===== config.mk =====
export PLATFORM = sky130hd
export DESIGN_NAME = acc_regs
export DESIGN_NICKNAME = d
export VERILOG_FILES = /design/src/acc_pkg.sv /design/src/acc_seq.sv /design/src/acc_regs.sv
export VERILOG_INCLUDE_DIRS = /design/src
export SDC_FILE = /design/constraint.sdc
export NUM_CORES = 1
export LEC_CHECK = 0
export BUFFER_PORTS_ARGS = -buffer_cell sky130_fd_sc_hd__buf_2
export CAP_MARGIN = 20
export CORE_MARGIN = 10
export CORE_UTILIZATION = 40
export DETAILED_ROUTE_END_ITERATION = 12
export SYNTH_ARGS = -nofsm -noshare
export SYNTH_HDL_FRONTEND = slang
export SYNTH_HIERARCHICAL = 1
export SYNTH_SLANG_ARGS = --single-unit

===== constraint.sdc =====
create_clock -name core_clk_i -period 3.1 [get_ports core_clk_i]
set_clock_uncertainty 0.15 [all_clocks]
set_input_delay 0.93 -clock core_clk_i [delete_from_list [all_inputs] [get_ports core_clk_i]]
set_output_delay 0.93 -clock core_clk_i [all_outputs]
set_load 0.01 [all_outputs]

===== src/acc_params.svh =====
// Register map, field positions and reset values of the calibration register bank
`ifndef ACC_PARAMS_SVH
`define ACC_PARAMS_SVH

// Register indices; byte address is four times the index
`define ACC_IDX_EN      8'h61
`define ACC_IDX_CFG0    8'h62
`define ACC_IDX_CFG1    8'h65
`define ACC_IDX_AVG     8'h68
`define ACC_IDX_STAT    8'h6a
`define ACC_IDX_PIN     8'h6b
`define ACC_IDX_TRIG    8'h6c

// Reset values
`define ACC_RST_EN      8'h01
`define ACC_RST_CFG0    8'h01
`define ACC_RST_CFG1    8'h01
`define ACC_RST_AVG     8'h61
`define ACC_RST_PIN     8'h00
`define ACC_RST_TRIG    8'h01

// Field positions
`define ACC_B_RUN       0
`define ACC_B_FG        0
`define ACC_B_BG        1
`define ACC_B_FOS       2
`define ACC_B_BOS       3
`define ACC_B_OFFSET_REFERENCE_SELECT     2
`define ACC_F_OSAVG     6:4
`define ACC_F_LINAVG    2:0
`define ACC_B_TSRC      0
`define ACC_F_SSEL      2:1
`define ACC_B_STRIG     0

// Status-output select codes
`define ACC_SSEL_FG     2'h0
`define ACC_SSEL_STOP   2'h1
`define ACC_SSEL_ALARM  2'h2
`define ACC_SSEL_LOW    2'h3

`endif


===== src/acc_pkg.sv =====
// Types shared by the calibration register bank and its sequencer
package acc_pkg;
	typedef enum logic [2:0] {st_hold, st_clear, st_fg, st_bg, st_done} acc_state_t;
	typedef logic [2:0] acc_code_t;
	typedef logic [7:0] acc_byte_t;
endpackage


===== src/acc_seq.sv =====
// Calibration sequencer: clear, foreground run, background run and halt flags
`timescale 1ns/100ps
`default_nettype none
module acc_seq
	import acc_pkg::*;
(
	input  wire logic       core_clk_i,
	input  wire logic       srst_i,
	input  wire logic       run_en_i,
	input  wire logic       fg_en_i,
	input  wire logic       bg_en_i,
	input  wire logic       trig_i,
	input  wire logic       fg_finished_i,
	input  wire logic       bg_halted_i,
	output var  acc_pkg::acc_state_t state_o,
	output var  acc_pkg::acc_code_t  code_o,
	output logic            clear_o,
	output logic            fg_start_o,
	output logic            bg_run_o,
	output logic            foreground_complete_flag_o,
	output logic            stopped_o
);
	import acc_pkg::*;

	acc_state_t state_q;

	// Sequence; a low master enable holds everything in reset
	always_ff @(posedge core_clk_i)
	begin
		if (srst_i || !run_en_i)
			state_q <= st_hold;
		else
			case (state_q)
				st_hold:  state_q <= st_clear;
				st_clear: state_q <= fg_en_i ? st_fg : (bg_en_i ? st_bg : st_done);
				st_fg:    if (fg_finished_i) state_q <= bg_en_i ? st_bg : st_done;
				default:  state_q <= state_q;
			endcase
	end

	// Clear pulse and foreground start pulse; values are cleared whether or not it runs
	always_ff @(posedge core_clk_i)
	begin
		if (srst_i)
		begin
			clear_o    <= 1'b0;
			fg_start_o <= 1'b0;
		end
		else
		begin
			clear_o    <= run_en_i && state_q == st_hold;
			fg_start_o <= run_en_i && state_q == st_clear && fg_en_i;
		end
	end

	// Foreground done covers both finish and skip
	always_ff @(posedge core_clk_i)
	begin
		if (srst_i || !run_en_i)
			foreground_complete_flag_o <= 1'b0;
		else if ((state_q == st_clear && !fg_en_i) || (state_q == st_fg && fg_finished_i))
			foreground_complete_flag_o <= 1'b1;
	end

	// Background runs while the trigger is high; halt is acknowledged by the core
	always_ff @(posedge core_clk_i)
	begin
		if (srst_i || !run_en_i)
			bg_run_o <= 1'b0;
		else
			bg_run_o <= state_q == st_bg && bg_en_i && trig_i;
	end

	// Stopped flag; with no background the end of the foreground phase sets it
	always_ff @(posedge core_clk_i)
	begin
		if (srst_i || !run_en_i)
			stopped_o <= 1'b0;
		else if (state_q == st_bg && !trig_i && bg_halted_i)
			stopped_o <= 1'b1;
		else if (state_q == st_bg && trig_i)
			stopped_o <= 1'b0;
		else if (state_q != st_done && !bg_en_i &&
			((state_q == st_clear && !fg_en_i) || (state_q == st_fg && fg_finished_i)))
			stopped_o <= 1'b1;
	end

	assign state_o = state_q;
	assign code_o  = acc_code_t'(state_q);
endmodule
`default_nettype wire


===== src/acc_regs.sv =====
// Calibration configuration and status register bank with Wishbone slave
// Summary of operation
// - Foreground run bit resets one; clears, runs
// - Background enable resets zero, enables background
// - Reference zero: offset targets mid-code
// - Reference one: match spare converter output
// - Offset averaging field bits 6:4, reset 6
// - Linearity averaging field bits 2:0, reset 1
// - Status register read-only: code, stopped, done
// - Stopped flag sets when background halts
// - Stopped flag clears when calibration resumes
// - No background: stopped after foreground ends
// - Done flag high after finish or skip
// - Pin setup resets zero: trigger, status select
// - Status select: done, stopped, alarm, low
// - Trigger source picks pin or software bit
// - Master enable runs or holds calibration
//
// Local design decision: the Wishbone interface to the registers.
`timescale 1ns/100ps
`default_nettype none
`include "acc_params.svh"
module acc_regs
	import acc_pkg::*;
(
	input  wire logic        core_clk_i,
	input  wire logic        srst_i,
	input  wire logic        wb_cyc_i,
	input  wire logic        wb_stb_i,
	input  wire logic        wb_we_i,
	input  wire logic [9:0]  wb_adr_i,
	input  wire logic [3:0]  wb_sel_i,
	input  wire logic [31:0] wb_dat_i,
	output logic [31:0]      wb_dat_o,
	output logic             wb_ack_o,
	input  wire logic        hardware_trigger_pin_i,
	input  wire logic        alarm_i,
	input  wire logic        fg_finished_i,
	input  wire logic        bg_halted_i,
	output logic             status_output_pin_o,
	output logic             clear_values_o,
	output logic             fg_start_o,
	output logic             bg_run_o,
	output logic             foreground_offset_enable_o,
	output logic             background_offset_enable_o,
	output logic             offset_reference_select_o,
	output logic [2:0]       offset_averaging_depth_o,
	output logic [2:0]       linearity_averaging_depth_o
);
	import acc_pkg::*;

	acc_byte_t  en_q;
	acc_byte_t  cfg0_q;
	acc_byte_t  cfg1_q;
	acc_byte_t  avg_q;
	acc_byte_t  pin_q;
	acc_byte_t  strig_q;
	acc_byte_t  rd_d;
	logic [31:0] dat_q;
	logic       ack_q;
	logic       trig_q;
	logic       pin_out_q;
	logic       snap_fg_q;
	logic       snap_bg_q;
	logic       snap_fos_q;
	logic       snap_bos_q;
	logic       snap_ref_q;
	logic [2:0] snap_osavg_q;
	logic [2:0] snap_linavg_q;
	logic       wr_en;
	logic [7:0] idx;
	acc_state_t seq_state;
	acc_code_t  seq_code;
	logic       foreground_complete_flag;
	logic       stopped;

	// Bus request decode; byte lane 0 carries every register
	assign idx   = wb_adr_i[9:2];
	assign wr_en = wb_cyc_i && wb_stb_i && wb_we_i && !ack_q && wb_sel_i[0];

	// Single-wait-state acknowledge, dropped the cycle after it is given
	always_ff @(posedge core_clk_i)
	begin
		if (srst_i)
			ack_q <= 1'b0;
		else
			ack_q <= wb_cyc_i && wb_stb_i && !ack_q;
	end

	// Master enable; low holds the sequencer and unfreezes the snapshot
	always_ff @(posedge core_clk_i)
	begin
		if (srst_i)
			en_q <= `ACC_RST_EN;
		else if (wr_en && idx == `ACC_IDX_EN)
			en_q <= wb_dat_i[7:0];
	end

	// Main configuration; reserved bits kept as written
	always_ff @(posedge core_clk_i)
	begin
		if (srst_i)
			cfg0_q <= `ACC_RST_CFG0;
		else if (wr_en && idx == `ACC_IDX_CFG0)
			cfg0_q <= wb_dat_i[7:0];
	end

	// Offset reference configuration
	always_ff @(posedge core_clk_i)
	begin
		if (srst_i)
			cfg1_q <= `ACC_RST_CFG1;
		else if (wr_en && idx == `ACC_IDX_CFG1)
			cfg1_q <= wb_dat_i[7:0];
	end

	// Averaging depths
	always_ff @(posedge core_clk_i)
	begin
		if (srst_i)
			avg_q <= `ACC_RST_AVG;
		else if (wr_en && idx == `ACC_IDX_AVG)
			avg_q <= wb_dat_i[7:0];
	end

	// Pin setup: trigger source and status-output select
	always_ff @(posedge core_clk_i)
	begin
		if (srst_i)
			pin_q <= `ACC_RST_PIN;
		else if (wr_en && idx == `ACC_IDX_PIN)
			pin_q <= wb_dat_i[7:0];
	end

	// Software trigger; its default high means no trigger is needed
	always_ff @(posedge core_clk_i)
	begin
		if (srst_i)
			strig_q <= `ACC_RST_TRIG;
		else if (wr_en && idx == `ACC_IDX_TRIG)
			strig_q <= wb_dat_i[7:0];
	end

	// Read mux; unmapped addresses read zero, status ignores writes
	always_comb
	begin
		rd_d = 8'h00;
		if (idx == `ACC_IDX_EN)
			rd_d = en_q;
		else if (idx == `ACC_IDX_CFG0)
			rd_d = cfg0_q;
		else if (idx == `ACC_IDX_CFG1)
			rd_d = cfg1_q;
		else if (idx == `ACC_IDX_AVG)
			rd_d = avg_q;
		else if (idx == `ACC_IDX_STAT)
			rd_d = {3'h0, seq_code, stopped, foreground_complete_flag};
		else if (idx == `ACC_IDX_PIN)
			rd_d = pin_q;
		else if (idx == `ACC_IDX_TRIG)
			rd_d = strig_q;
	end

	// Read data registered with the acknowledge
	always_ff @(posedge core_clk_i)
	begin
		if (srst_i)
			dat_q <= 32'h0000_0000;
		else if (wb_cyc_i && wb_stb_i && !ack_q)
			dat_q <= {24'h00_0000, rd_d};
	end

	// Settings only move while the master enable is low, so a run never sees them change
	always_ff @(posedge core_clk_i)
	begin
		if (srst_i)
		begin
			snap_fg_q     <= 1'b1;
			snap_bg_q     <= 1'b0;
			snap_fos_q    <= 1'b0;
			snap_bos_q    <= 1'b0;
			snap_ref_q    <= 1'b0;
			snap_osavg_q  <= 3'h6;
			snap_linavg_q <= 3'h1;
		end
		else if (!en_q[`ACC_B_RUN])
		begin
			snap_fg_q     <= cfg0_q[`ACC_B_FG];
			snap_bg_q     <= cfg0_q[`ACC_B_BG];
			// Offset steps have no effect without their parent calibration
			snap_fos_q    <= cfg0_q[`ACC_B_FOS] && cfg0_q[`ACC_B_FG];
			snap_bos_q    <= cfg0_q[`ACC_B_BOS] && cfg0_q[`ACC_B_BG];
			// Spare reference is undefined without background; passed through as set
			snap_ref_q    <= cfg1_q[`ACC_B_OFFSET_REFERENCE_SELECT];
			snap_osavg_q  <= avg_q[`ACC_F_OSAVG];
			snap_linavg_q <= avg_q[`ACC_F_LINAVG];
		end
	end

	// Trigger source: the unused source is ignored entirely
	always_ff @(posedge core_clk_i)
	begin
		if (srst_i)
			trig_q <= 1'b1;
		else if (pin_q[`ACC_B_TSRC])
			trig_q <= hardware_trigger_pin_i;
		else
			trig_q <= strig_q[`ACC_B_STRIG];
	end

	// Status pin routing
	always_ff @(posedge core_clk_i)
	begin
		if (srst_i)
			pin_out_q <= 1'b0;
		else
			case (pin_q[`ACC_F_SSEL])
				`ACC_SSEL_FG:    pin_out_q <= foreground_complete_flag;
				`ACC_SSEL_STOP:  pin_out_q <= stopped;
				`ACC_SSEL_ALARM: pin_out_q <= alarm_i;
				default:         pin_out_q <= 1'b0;
			endcase
	end

	// Sequencer takes its run enables from the snapshot; master enable and trigger come from live registers
	acc_seq u_seq (
		.core_clk_i    (core_clk_i),
		.srst_i        (srst_i),
		.run_en_i      (en_q[`ACC_B_RUN]),
		.fg_en_i       (snap_fg_q),
		.bg_en_i       (snap_bg_q),
		.trig_i        (trig_q),
		.fg_finished_i (fg_finished_i),
		.bg_halted_i   (bg_halted_i),
		.state_o       (seq_state),
		.code_o        (seq_code),
		.clear_o       (clear_values_o),
		.fg_start_o    (fg_start_o),
		.bg_run_o      (bg_run_o),
		.foreground_complete_flag_o     (foreground_complete_flag),
		.stopped_o     (stopped)
	);

	// Outputs
	assign wb_ack_o                    = ack_q;
	assign wb_dat_o                    = dat_q;
	assign status_output_pin_o         = pin_out_q;
	assign foreground_offset_enable_o  = snap_fos_q;
	assign background_offset_enable_o  = snap_bos_q;
	assign offset_reference_select_o   = snap_ref_q;
	assign offset_averaging_depth_o    = snap_osavg_q;
	assign linearity_averaging_depth_o = snap_linavg_q;
endmodule
`default_nettype wire


=== After elaboration in Yosys (flattened, before gate mapping) ===
Cells that the tools add are included.

* Eq/ne operators: 14
* Muxes and demuxes: 16
* Reductions and logical operators: 37

{| class="wikitable"
|+ Operator list
! operator !! count
|-
| $eq A8 B7 Y1 const B || 7
|-
| $mux W8 || 7
|-
| $logic_and A1 B1 Y1 || 25
|-
| $mux W3 || 3
|-
| $pmux W3 S3 || 1
|-
| $eq A3 B2 Y1 const B || 2
|-
| $reduce_bool A3 Y1 || 2
|-
| $logic_not A1 Y1 || 5
|-
| $mux W1 || 4
|-
| $eq A3 B1 Y1 const B || 1
|-
| $logic_not A3 Y1 || 1
|-
| $ne A3 B3 Y1 const B || 1
|-
| $pmux W1 S3 || 1
|-
| $eq A2 B1 Y1 const B || 1
|-
| $eq A2 B2 Y1 const B || 1
|-
| $logic_not A2 Y1 || 1
|-
| $logic_or A1 B1 Y1 || 2
|-
| $ne A2 B2 Y1 const B || 1
|-
| $reduce_and A2 Y1 || 1
|}

* Register bits after elaboration: 78
* Bits of input ports: 55

=== Longest topological paths before layout ===
Gate-level depths: netlist (run 1).

* Word-level depth: 8
* Mapped depth: 7
* Mapped depth without buffers: 5

=== Modules after synthesis ===
Netlist (run 1), hierarchy kept.

{| class="wikitable"
|+ Modules (own cells, without submodules)
! module !! instances !! cells each !! area each (µm²) !! seq. area each (µm²)
|-
| acc_regs || 1 || 364 || 3365.7 || 1401.3
|-
| acc_seq || 1 || 41 || 387.9 || 160.2
|}

=== Worst setup path after synthesis (run 1) ===
No wires, ideal clock.

* Kind: input port to flip-flop
* From: input port wb_adr_i[4]
* To: register dat_q[6], in the netlist wb_dat_o[6]
* Setup time: 129 ps
* Arrival time: 2039 ps
* Required time: 2821 ps
* Slack: 782 ps
* Stages on the path: 6
* Cells stage by stage: buf_2 mux2_2 a221oi_1 a21oi_1 a211oi_1 nor3_1

* Cells in the longest elaborated chain, start to end: 8
* Elaborated cells on any way between the ends: 14

{| class="wikitable"
|+ Ends and longest elaborated chain
! what !! RTL line !! source
|-
| start: declaration || acc_regs.sv:31 || <nowiki>input wire logic [9:0] wb_adr_i,</nowiki>
|-
| $eq A8 B7 Y1 (no source line) || n/a ||
|-
| $mux W8 || acc_regs.sv:160 || <nowiki>else if (idx == `ACC_IDX_TRIG)</nowiki>
|-
| $mux W8 || acc_regs.sv:158 || <nowiki>else if (idx == `ACC_IDX_PIN)</nowiki>
|-
| $mux W8 || acc_regs.sv:156 || <nowiki>else if (idx == `ACC_IDX_STAT)</nowiki>
|-
| $mux W8 || acc_regs.sv:154 || <nowiki>else if (idx == `ACC_IDX_AVG)</nowiki>
|-
| $mux W8 || acc_regs.sv:152 || <nowiki>else if (idx == `ACC_IDX_CFG1)</nowiki>
|-
| $mux W8 || acc_regs.sv:150 || <nowiki>else if (idx == `ACC_IDX_CFG0)</nowiki>
|-
| $mux W8 * || acc_regs.sv:148 || <nowiki>if (idx == `ACC_IDX_EN)</nowiki>
|-
| end signal: assignment || acc_regs.sv:170 || <nowiki>dat_q <= {24'h00_0000, rd_d};</nowiki>
|-
| end: declaration || acc_regs.sv:59 || <nowiki>logic [31:0] dat_q;</nowiki>
|}

Mark *: on every way between the ends. The rest lies on a longest branch, timed or not.
A chain may end at the register's enable or synchronous reset.

=== Worst setup path in the final report (run 1) ===
* From: input port wb_adr_i[9]
* To: register cfg1_q[0]

* Cells in the longest elaborated chain, start to end: 2

{| class="wikitable"
|+ Ends and longest elaborated chain
! what !! RTL line !! source
|-
| $eq A8 B7 Y1 (no source line) || n/a ||
|-
| $logic_and A1 B1 Y1 (no source line) || n/a ||
|-
| end signal: assignment || acc_regs.sv:112 || <nowiki>cfg1_q <= `ACC_RST_CFG1;</nowiki>
|-
| end signal: assignment || acc_regs.sv:114 || <nowiki>cfg1_q <= wb_dat_i[7:0];</nowiki>
|-
| end: declaration || acc_regs.sv:54 || <nowiki>acc_byte_t cfg1_q;</nowiki>
|}

No other way between the ends.

==> summary.txt, run 1 <==
Status
  • Status: completed

Detailed routing
  • Drt wl/cell: 16.83 um
  • Pre-Repair DR Iteration Count: 4
  • Iter 0 DRT Violations: 193
  • Routed WL: 9475 um
  • DR vias/cell: 5.242
  • Remaining DRCs: 0
  • DRT antenna net count: 0
  • Vias: 2951

Final layout
  • Antenna diodes: 0
  • Share of cells above drive strength 1: 21.24%
  • Final instance area: 0.004173 mm^2
  • Area delta synth->final: 11.84%
  • Final nets: 502
  • # fillers: 902
  • Cell Count, Final, Fillers Out: 563

Setup path
  • CP Capture Type: flip-flop
  • Crit start category: input port
  • Req. time, crit path: 3.19 ns
  • Crit Path Class: in -> reg
  • CP max FO: 9
  • Worst Path Arrival: 2.58 ns

CTS
  • Clock-pin slew on the worst setup and hold paths: 0.08 ns
  • Hold-fix buffers at CTS: 0
  • Clk_lat worst skew: 0.35 ns
  • Root Driver: clkbuf_8
  • CTS Buf Count: 9
  • Clock sink count: 78
  • PostCTS Resize Cnt: 0
  • Clock buffer depth: 2
  • Post-CTS setup buffer count: 0
  • H-tree levels: 3
  • CTS tree: built

Floorplanning
  • Initial Util: 40.77%
  • Core Area: 0.009153 mm^2
  • Ports: 101
  • Die width: 116.6 um
  • Cell Rows: 35
  • Die span in y: 116.6 um
  • Die ar.: 0.01359 mm^2

Global route
  • First-pass GRT wire length: 14870 um
  • Largest net degree at the start of global routing: 34
  • Total gr overflow: 0
  • Vias in the first global route: 2861
  • Total GRT Usage: 13.98%
  • Initial antenna violation count: 0

Yosys
  • Mapped cell area: 0.003731 mm^2
  • Syn. warnings: 6
  • Post-Synthesis Cells: 402
  • Mapped Avg Cell Area: 9.281 um^2

STA
  • Endpoints failing hold: 0
  • Setup_tns: 0 ns
  • Unrepaired setup endpoints after global routing: false
  • Final setup fails: 0
  • Final Cycle Share: 80.19%
  • Max-slew violations: 0
  • F_max: 402.3 MHz
  • Min Tclk post-route: 2.486 ns
  • Slew HR: 44.00%
  • Least-Margin Pin Slew: 0.8389 ns

Place
  • HPWL after DPL: 6981 um
  • I/O Buffers: 47
  • Placed cell area: 0.003974 mm^2
  • RD Place Congestion: 0.8914
  • Cell count after placement: 547

Power
  • Power per cell area: 471.2 mW/mm^2
  • Max IR drop VDD: 0.2013 mV
  • P_leak: 1.920 nW

Run
  • MaxCap Viol Count: 0

Min path
  • Worst Hold Class: reg -> reg
[where the power goes]
| part | switching, mW | internal (mW) |
|---|---|---|
| logic | 0.108 | 0.0644 |
| clock network | 0.371 | 0.391 |
| registers | 0.0182 | 1.01 |
| total | 0.497 | 1.47 |
[cell usage in the layout (no fill, tap or decap), drive strengths merged, types with 3 or more instances in the layout]
cell / instances
dfxtp: 78
buf: 60
nor2: 59
mux2i: 46
nand2: 37
conb: 24
a21oi: 23
nor2b: 12
clkbuf: 10
a211o: 7
nand3b: 7
nand3: 7
nand2b: 6
a22oi: 6
nor3: 6
mux2: 5
a22o: 5
a221oi: 4
a31oi: 4
o31ai: 4
and3: 4
a211oi: 4
clkinv: 4
nor3b: 4
o21ai: 4
and3b: 3
[final timing paths]
check	startpoint	endpoint	slack [ns]	cells past startpoint
setup reg to reg	wb_ack_o$_SDFF_PP0_	cfg1_q[0]$_SDFFE_PP1P_	1.05	5
setup / recovery	wb_adr_i[9]	cfg1_q[0]$_SDFFE_PP1P_	0.61	6
hold reg to reg	avg_q[7]$_SDFFE_PP0P_	avg_q[7]$_SDFFE_PP0P_	0.31	2
hold / removal	avg_q[7]$_SDFFE_PP0P_	avg_q[7]$_SDFFE_PP0P_	0.31	2
[stage by stage]
step / power [mW] / hold WS (ns) / utilization, % / setup slack (ns)
2_1_floorplan: 1.191 / 0.2819 / - / 0.7819
3_3_place_gp: 1.224 / 0.2905 / 43.42 / 0.3266
3_5_place_dp: 1.226 / 0.2994 / 43.42 / 0.2951
4_1_cts: 1.987 / 0.3100 / 45.59 / 0.6352
5_1_grt: 2.046 / 0.3441 / 45.59 / 0.5383
6_report: 1.966 / 0.3107 / 45.59 / 0.6142
[per-layer routing]
layer	global-route usage [%]	vias up	share of wire (%)
met5	0	-	0
met4	3.954	0	0.94
met3	3.852	8	6.3
met2	22.70	82	46
met1	17.75	1407	47
li1	-	1454	-
[state kept, by name, summed over array words and instances, names as in the netlist, 3 cells and up]
| register | cells |
|---|---|
| en_q | 8 |
| offset_averaging_depth_o | 3 |
| wb_dat_o | 8 |
| linearity_averaging_depth_o | 3 |
| cfg1_q | 8 |
| u_seq/code_o | 3 |
| pin_q | 8 |
| strig_q | 8 |
| avg_q | 8 |
| cfg0_q | 8 |
[layout make-up]
| type | count | area, um^2 | share of cell area [%] |
|---|---|---|---|
| clock buffer | 10 | 137.6 | 3.298 |
| clock inverter | 6 | 61.31 | 1.469 |
| inverter | 1 | 3.754 | 0.08996 |
| multi-input combinational | 297 | 1937 | 46.42 |
| sequential | 78 | 1562 | 37.42 |
| tap | 111 | 138.9 | 3.328 |
| timing repair buffer | 60 | 332.8 | 7.976 |
[worst max-delay path, stage by stage]
cell and delay, ns:
buf_2 0.10, nand4bb_4 0.26, nor3_4 0.27, and3_1 0.64, nor2b_1 0.10, a211o_1 0.28
No activity file was read; power rests on OpenSTA's default activity.
==> inputs of run 2 (changes only) <==
Settings changed: PLACE_DENSITY set to 0.66.
Clock period 3.1 ns to 2.2 ns, I/O delays scaled along.
==> summary.txt, run 2 (synthesis gave the netlist of run 1 again) <==
Detailed routing
  • Pre-Repair DR Iteration Count: 4
  • Drt wl/cell: 16.61 um
  • Iter 0 DRT Violations: 190
  • Remaining DRCs: 0
  • DRT antenna net count: 0
  • Vias: 3035
  • Routed WL: 9716 um
  • DR vias/cell: 5.188

Floorplanning
  • Initial Util: 40.77%
  • Die ar.: 0.01359 mm^2
  • Die width: 116.6 um
  • Cell Rows: 35
  • Core Area: 0.009153 mm^2
  • Ports: 101
  • Die span in y: 116.6 um

Global route
  • Largest net degree at the start of global routing: 26
  • Total gr overflow: 0
  • Total GRT Usage: 14.48%
  • Initial antenna violation count: 0
  • Vias in the first global route: 2940
  • First-pass GRT wire length: 15320 um

Power
  • Power per cell area: 686.7 mW/mm^2
  • P_leak: 2.061 nW
  • Tot Pwr: 3.038 mW
  • Max IR drop VDD: 0.2694 mV

CTS
  • Hold-fix buffers at CTS: 0
  • H-tree levels: 3
  • PostCTS Resize Cnt: 0
  • Root Driver: clkbuf_8
  • Clk_lat worst skew: 0.36 ns
  • CTS Buf Count: 9
  • Clock-pin slew on the worst setup and hold paths: 0.08 ns
  • CTS tree: built
  • Clock buffer depth: 2
  • Clock sink count: 78
  • Post-CTS setup buffer count: 0

STA
  • Final Cycle Share: 82.58%
  • Max-slew violations: 0
  • Unrepaired setup endpoints after global routing: false
  • Setup slack after layout: 0.3833 ns
  • Final setup fails: 0
  • Setup_tns: 0 ns
  • Endpoints failing hold: 0
  • Min Tclk post-route: 1.817 ns
  • F_max: 550.5 MHz
  • WHS: 0.3134 ns

Setup path
  • Critical-path cell list: buf_2 -> buf_4 -> nor4b_4 -> buf_4 -> nand3_1 -> buf_4 -> nand2_1 -> a21oi_1
  • CP max FO: 8
  • CP dominant cell by count: buf_4
  • Req. time, crit path: 2.28 ns
  • Worst Path Arrival: 1.90 ns
  • Crit start category: input port
  • Peak per-stage delay on the critical path: 0.31 ns
  • Crit Path Class: in -> reg
  • Worst path slowest cell: nor4b_4
  • CP Capture Type: flip-flop

Final layout
  • Fin util: 48.34%
  • Share of cells above drive strength 1: 24.68%
  • Cell Count, Final, Fillers Out: 585
  • Area delta synth->final: 18.58%
  • Antenna diodes: 0
  • Final instance area: 0.004424 mm^2
  • Most frequent cells in the layout: dfxtp_1 (78), nor2_1 (57), buf_2 (47)
  • Most common cell after layout, fill and taps aside: dfxtp_1
  • Final nets: 524

Place
  • Placed cell area: 0.004177 mm^2
  • Cell count after placement: 569
  • I/O Buffers: 47
  • HPWL after DPL: 7168 um
  • RD Place Congestion: 0.9027
  • Setup WS pre-CTS: 0.03847 ns

Min path
  • Worst Hold Class: reg -> reg

Status
  • Status: completed

Run
  • MaxCap Viol Count: 0
[run 2: report_power, final]
part           internal, mW  switching, mW  total (mW)
Sequential             1.43         0.0241        1.45
Clock                 0.787          0.534        1.32
Combinational         0.108          0.156       0.264
[run 2: metal layers]
metal | wire [um] | GRT usage, % | vias up | part of all wire, %
li1 | - | - | 1499 | -
met5 | 0 | 0 | - | 0
met3 | 803 | 4.058 | 13 | 8.3
met2 | 4512 | 23.30 | 107 | 46
met4 | 197 | 6.343 | 0 | 2.0
met1 | 4202 | 17.68 | 1416 | 43
[run 2: final timing paths]
kind / slack (ns) / start / depth (start not counted) / endpoint
setup / recovery: 0.38 / wb_adr_i[2] / 8 / avg_q[3]$_SDFFE_PP0P_
hold / removal: 0.31 / avg_q[7]$_SDFFE_PP0P_ / 2 / avg_q[7]$_SDFFE_PP0P_
setup reg to reg: 0.57 / wb_ack_o$_SDFF_PP0_ / 6 / cfg1_q[2]$_SDFFE_PP0P_
hold reg to reg: 0.31 / avg_q[7]$_SDFFE_PP0P_ / 2 / avg_q[7]$_SDFFE_PP0P_
[run 2: layout make-up]
type | instances | area, um^2
clock inverters | 5 | 106.4
fillers | 866 | 4728
flip-flops and latches | 78 | 1562
clock buffers | 11 | 141.4
multi-input cells | 297 | 1937
repair buffers | 82 | 535.5
inverters | 1 | 3.754
well taps | 111 | 138.9
[run 2: worst max-delay path, delay by kind of cell]
family	cells	cell delay, ns
AOI/OAI and AO/OA	1	0.07
buffers and inverters	4	0.70
and+or+nand+nor	3	0.47
==> inputs of run 3 (changes only) <==
Settings changed: PLACE_DENSITY 0.66 to unset.
Clock period 2.2 ns to 1.87 ns, I/O delays scaled along.
==> summary.txt, run 3 (synthesis gave the netlist of run 1 again) <==
Floorplanning
  • Die span in y: 116.6 um
  • Die ar.: 0.01359 mm^2
  • Die width: 116.6 um
  • Cell Rows: 35
  • Initial Util: 40.77%
  • Ports: 101
  • Core Area: 0.009153 mm^2

STA
  • Final setup fails: 0
  • Unrepaired setup endpoints after global routing: false
  • Slew HR: 64.80%
  • F_max: 578.7 MHz
  • Setup_tns: 0 ns
  • Least-Margin Pin Slew: 0.5273 ns
  • Max-slew violations: 0
  • Final Cycle Share: 92.40%
  • Min Tclk post-route: 1.728 ns
  • Endpoints failing hold: 0

Run
  • MaxCap Viol Count: 0

Setup path
  • R2R Setup Slk: 0.14 ns
  • Critical-path cell list: nand3b_2 -> nor3_4 -> and3_4 -> nor2b_1 -> a211o_1
  • CP Capture Type: flip-flop
  • Worst Path Arrival: 1.81 ns
  • Req. time, crit path: 1.96 ns
  • Crit Path Class: reg -> reg
  • Peak per-stage delay on the critical path: 0.35 ns
  • Crit start category: flip-flop
  • Worst path slowest cell: and3_4
  • CP max FO: 9

CTS
  • Clk_lat worst skew: 0.35 ns
  • Post-CTS setup buffer count: 0
  • Clock sink count: 78
  • H-tree levels: 3
  • PostCTS Resize Cnt: 0
  • CTS Buf Count: 9
  • Clock buffer depth: 2
  • Clock-pin slew on the worst setup and hold paths: 0.08 ns
  • CTS tree: built
  • Hold-fix buffers at CTS: 0
  • Root Driver: clkbuf_8

Global route
  • Total gr overflow: 0
  • Total GRT Usage: 13.87%
  • Largest net degree at the start of global routing: 64
  • Vias in the first global route: 2966
  • First-pass GRT wire length: 15000 um
  • Initial antenna violation count: 0

Power
  • Power per cell area: 772.7 mW/mm^2
  • Switch share: 24.32%
  • Pint: 2.610 mW
  • Max IR drop VDD: 0.5674 mV
  • Clock power frac: 41.0%
  • Gate power share: 9.7%
  • P_leak: 2.091 nW
  • Sw power: 0.8391 mW
  • Tot Pwr: 3.450 mW
  • Share of power burned in registers: 49.3%

Detailed routing
  • Iter 0 DRT Violations: 233
  • DRT antenna net count: 0
  • Drt wl/cell: 15.96 um
  • Vias: 3006
  • Pre-Repair DR Iteration Count: 5
  • Routed WL: 9450 um
  • DR vias/cell: 5.078
  • Remaining DRCs: 0

Final layout
  • Fin util: 48.78%
  • Area delta synth->final: 19.65%
  • Most frequent cells in the layout: dfxtp_1 (78), nor2_1 (57), buf_2 (47)
  • Most common cell after layout, fill and taps aside: dfxtp_1
  • Antenna diodes: 0
  • Final nets: 531
  • Share of cells above drive strength 1: 26.20%

Place
  • HPWL after DPL: 7138 um
  • I/O Buffers: 47
  • RD Place Congestion: 0.8900

Status
  • Status: completed

Min path
  • Worst Hold Class: in -> reg
-- run 3: cell types whose count changed in the layout (fill, tap and decap cells not counted) --
cell and change:
bufinv_16 -1, clkinv_2 +1, and3_4 +1, and3_1 -1, inv_6 +1, nand2b_4 +1, clkinv_4 -1, buf_4 +7
nand2b_1 -1
-- run 3: worst paths after layout --
path | startpoint | end | cells past startpoint
setup / recovery | wb_ack_o$_SDFF_PP0_ | cfg1_q[0]$_SDFFE_PP1P_ | 5
hold / removal | hardware_trigger_pin_i | trig_q$_SDFF_PP1_ | 2
setup reg to reg | wb_ack_o$_SDFF_PP0_ | cfg1_q[0]$_SDFFE_PP1P_ | 5
hold reg to reg | avg_q[7]$_SDFFE_PP0P_ | avg_q[7]$_SDFFE_PP0P_ | 2
-- run 3: area by class of cell --
cell class | instances | area [um^2]
clock buffer | 11 | 141.4
clock inverter | 5 | 81.33
fill | 869 | 4688
inverter | 1 | 3.754
multi-input combinational | 297 | 1949
sequential | 78 | 1562
tap | 111 | 138.9
timing repair buffer | 89 | 588.1
-- run 3: per-layer routing --
| layer | part of all wire [%] | global-route usage, % |
|---|---|---|
| met1 | 45 | 17.67 |
| met2 | 47 | 23.15 |
| met3 | 6.2 | 2.260 |
| met4 | 1.5 | 4.942 |
| met5 | 0 | 0 |
-- run 3: worst max-delay path, delay by kind of cell (launching register included) --
kind	cells	cell delay (ns)
AND/OR/NAND/NOR	4	0.94
flip-flops	1	0.32
AO/OA/AOI/OAI	1	0.22
-- run 3: power groups by stage --
stage	clock, mW	combinational, mW	sequential [mW]
2_1_floorplan	0	0.241	1.74
3_3_place_gp	0	0.326	1.74
3_5_place_dp	0	0.330	1.74
4_1_cts	1.44	0.331	1.70
5_1_grt	1.51	0.362	1.71
6_report	1.41	0.333	1.70
-- run 3: stage by stage --
stage                     hold slack [ns]  instance area [um^2]  instances  setup slack [ns]
after floorplan                    0.2819                  3835        425           0.01702
after global placement             0.2900                  4242        576           -0.1748
after detailed placement           0.2986                  4242        576           -0.1959
after CTS                          0.2827                  4464        592            0.1359
after global routing               0.2812                  4464        592           0.02240
final                              0.2900                  4464        592            0.1421
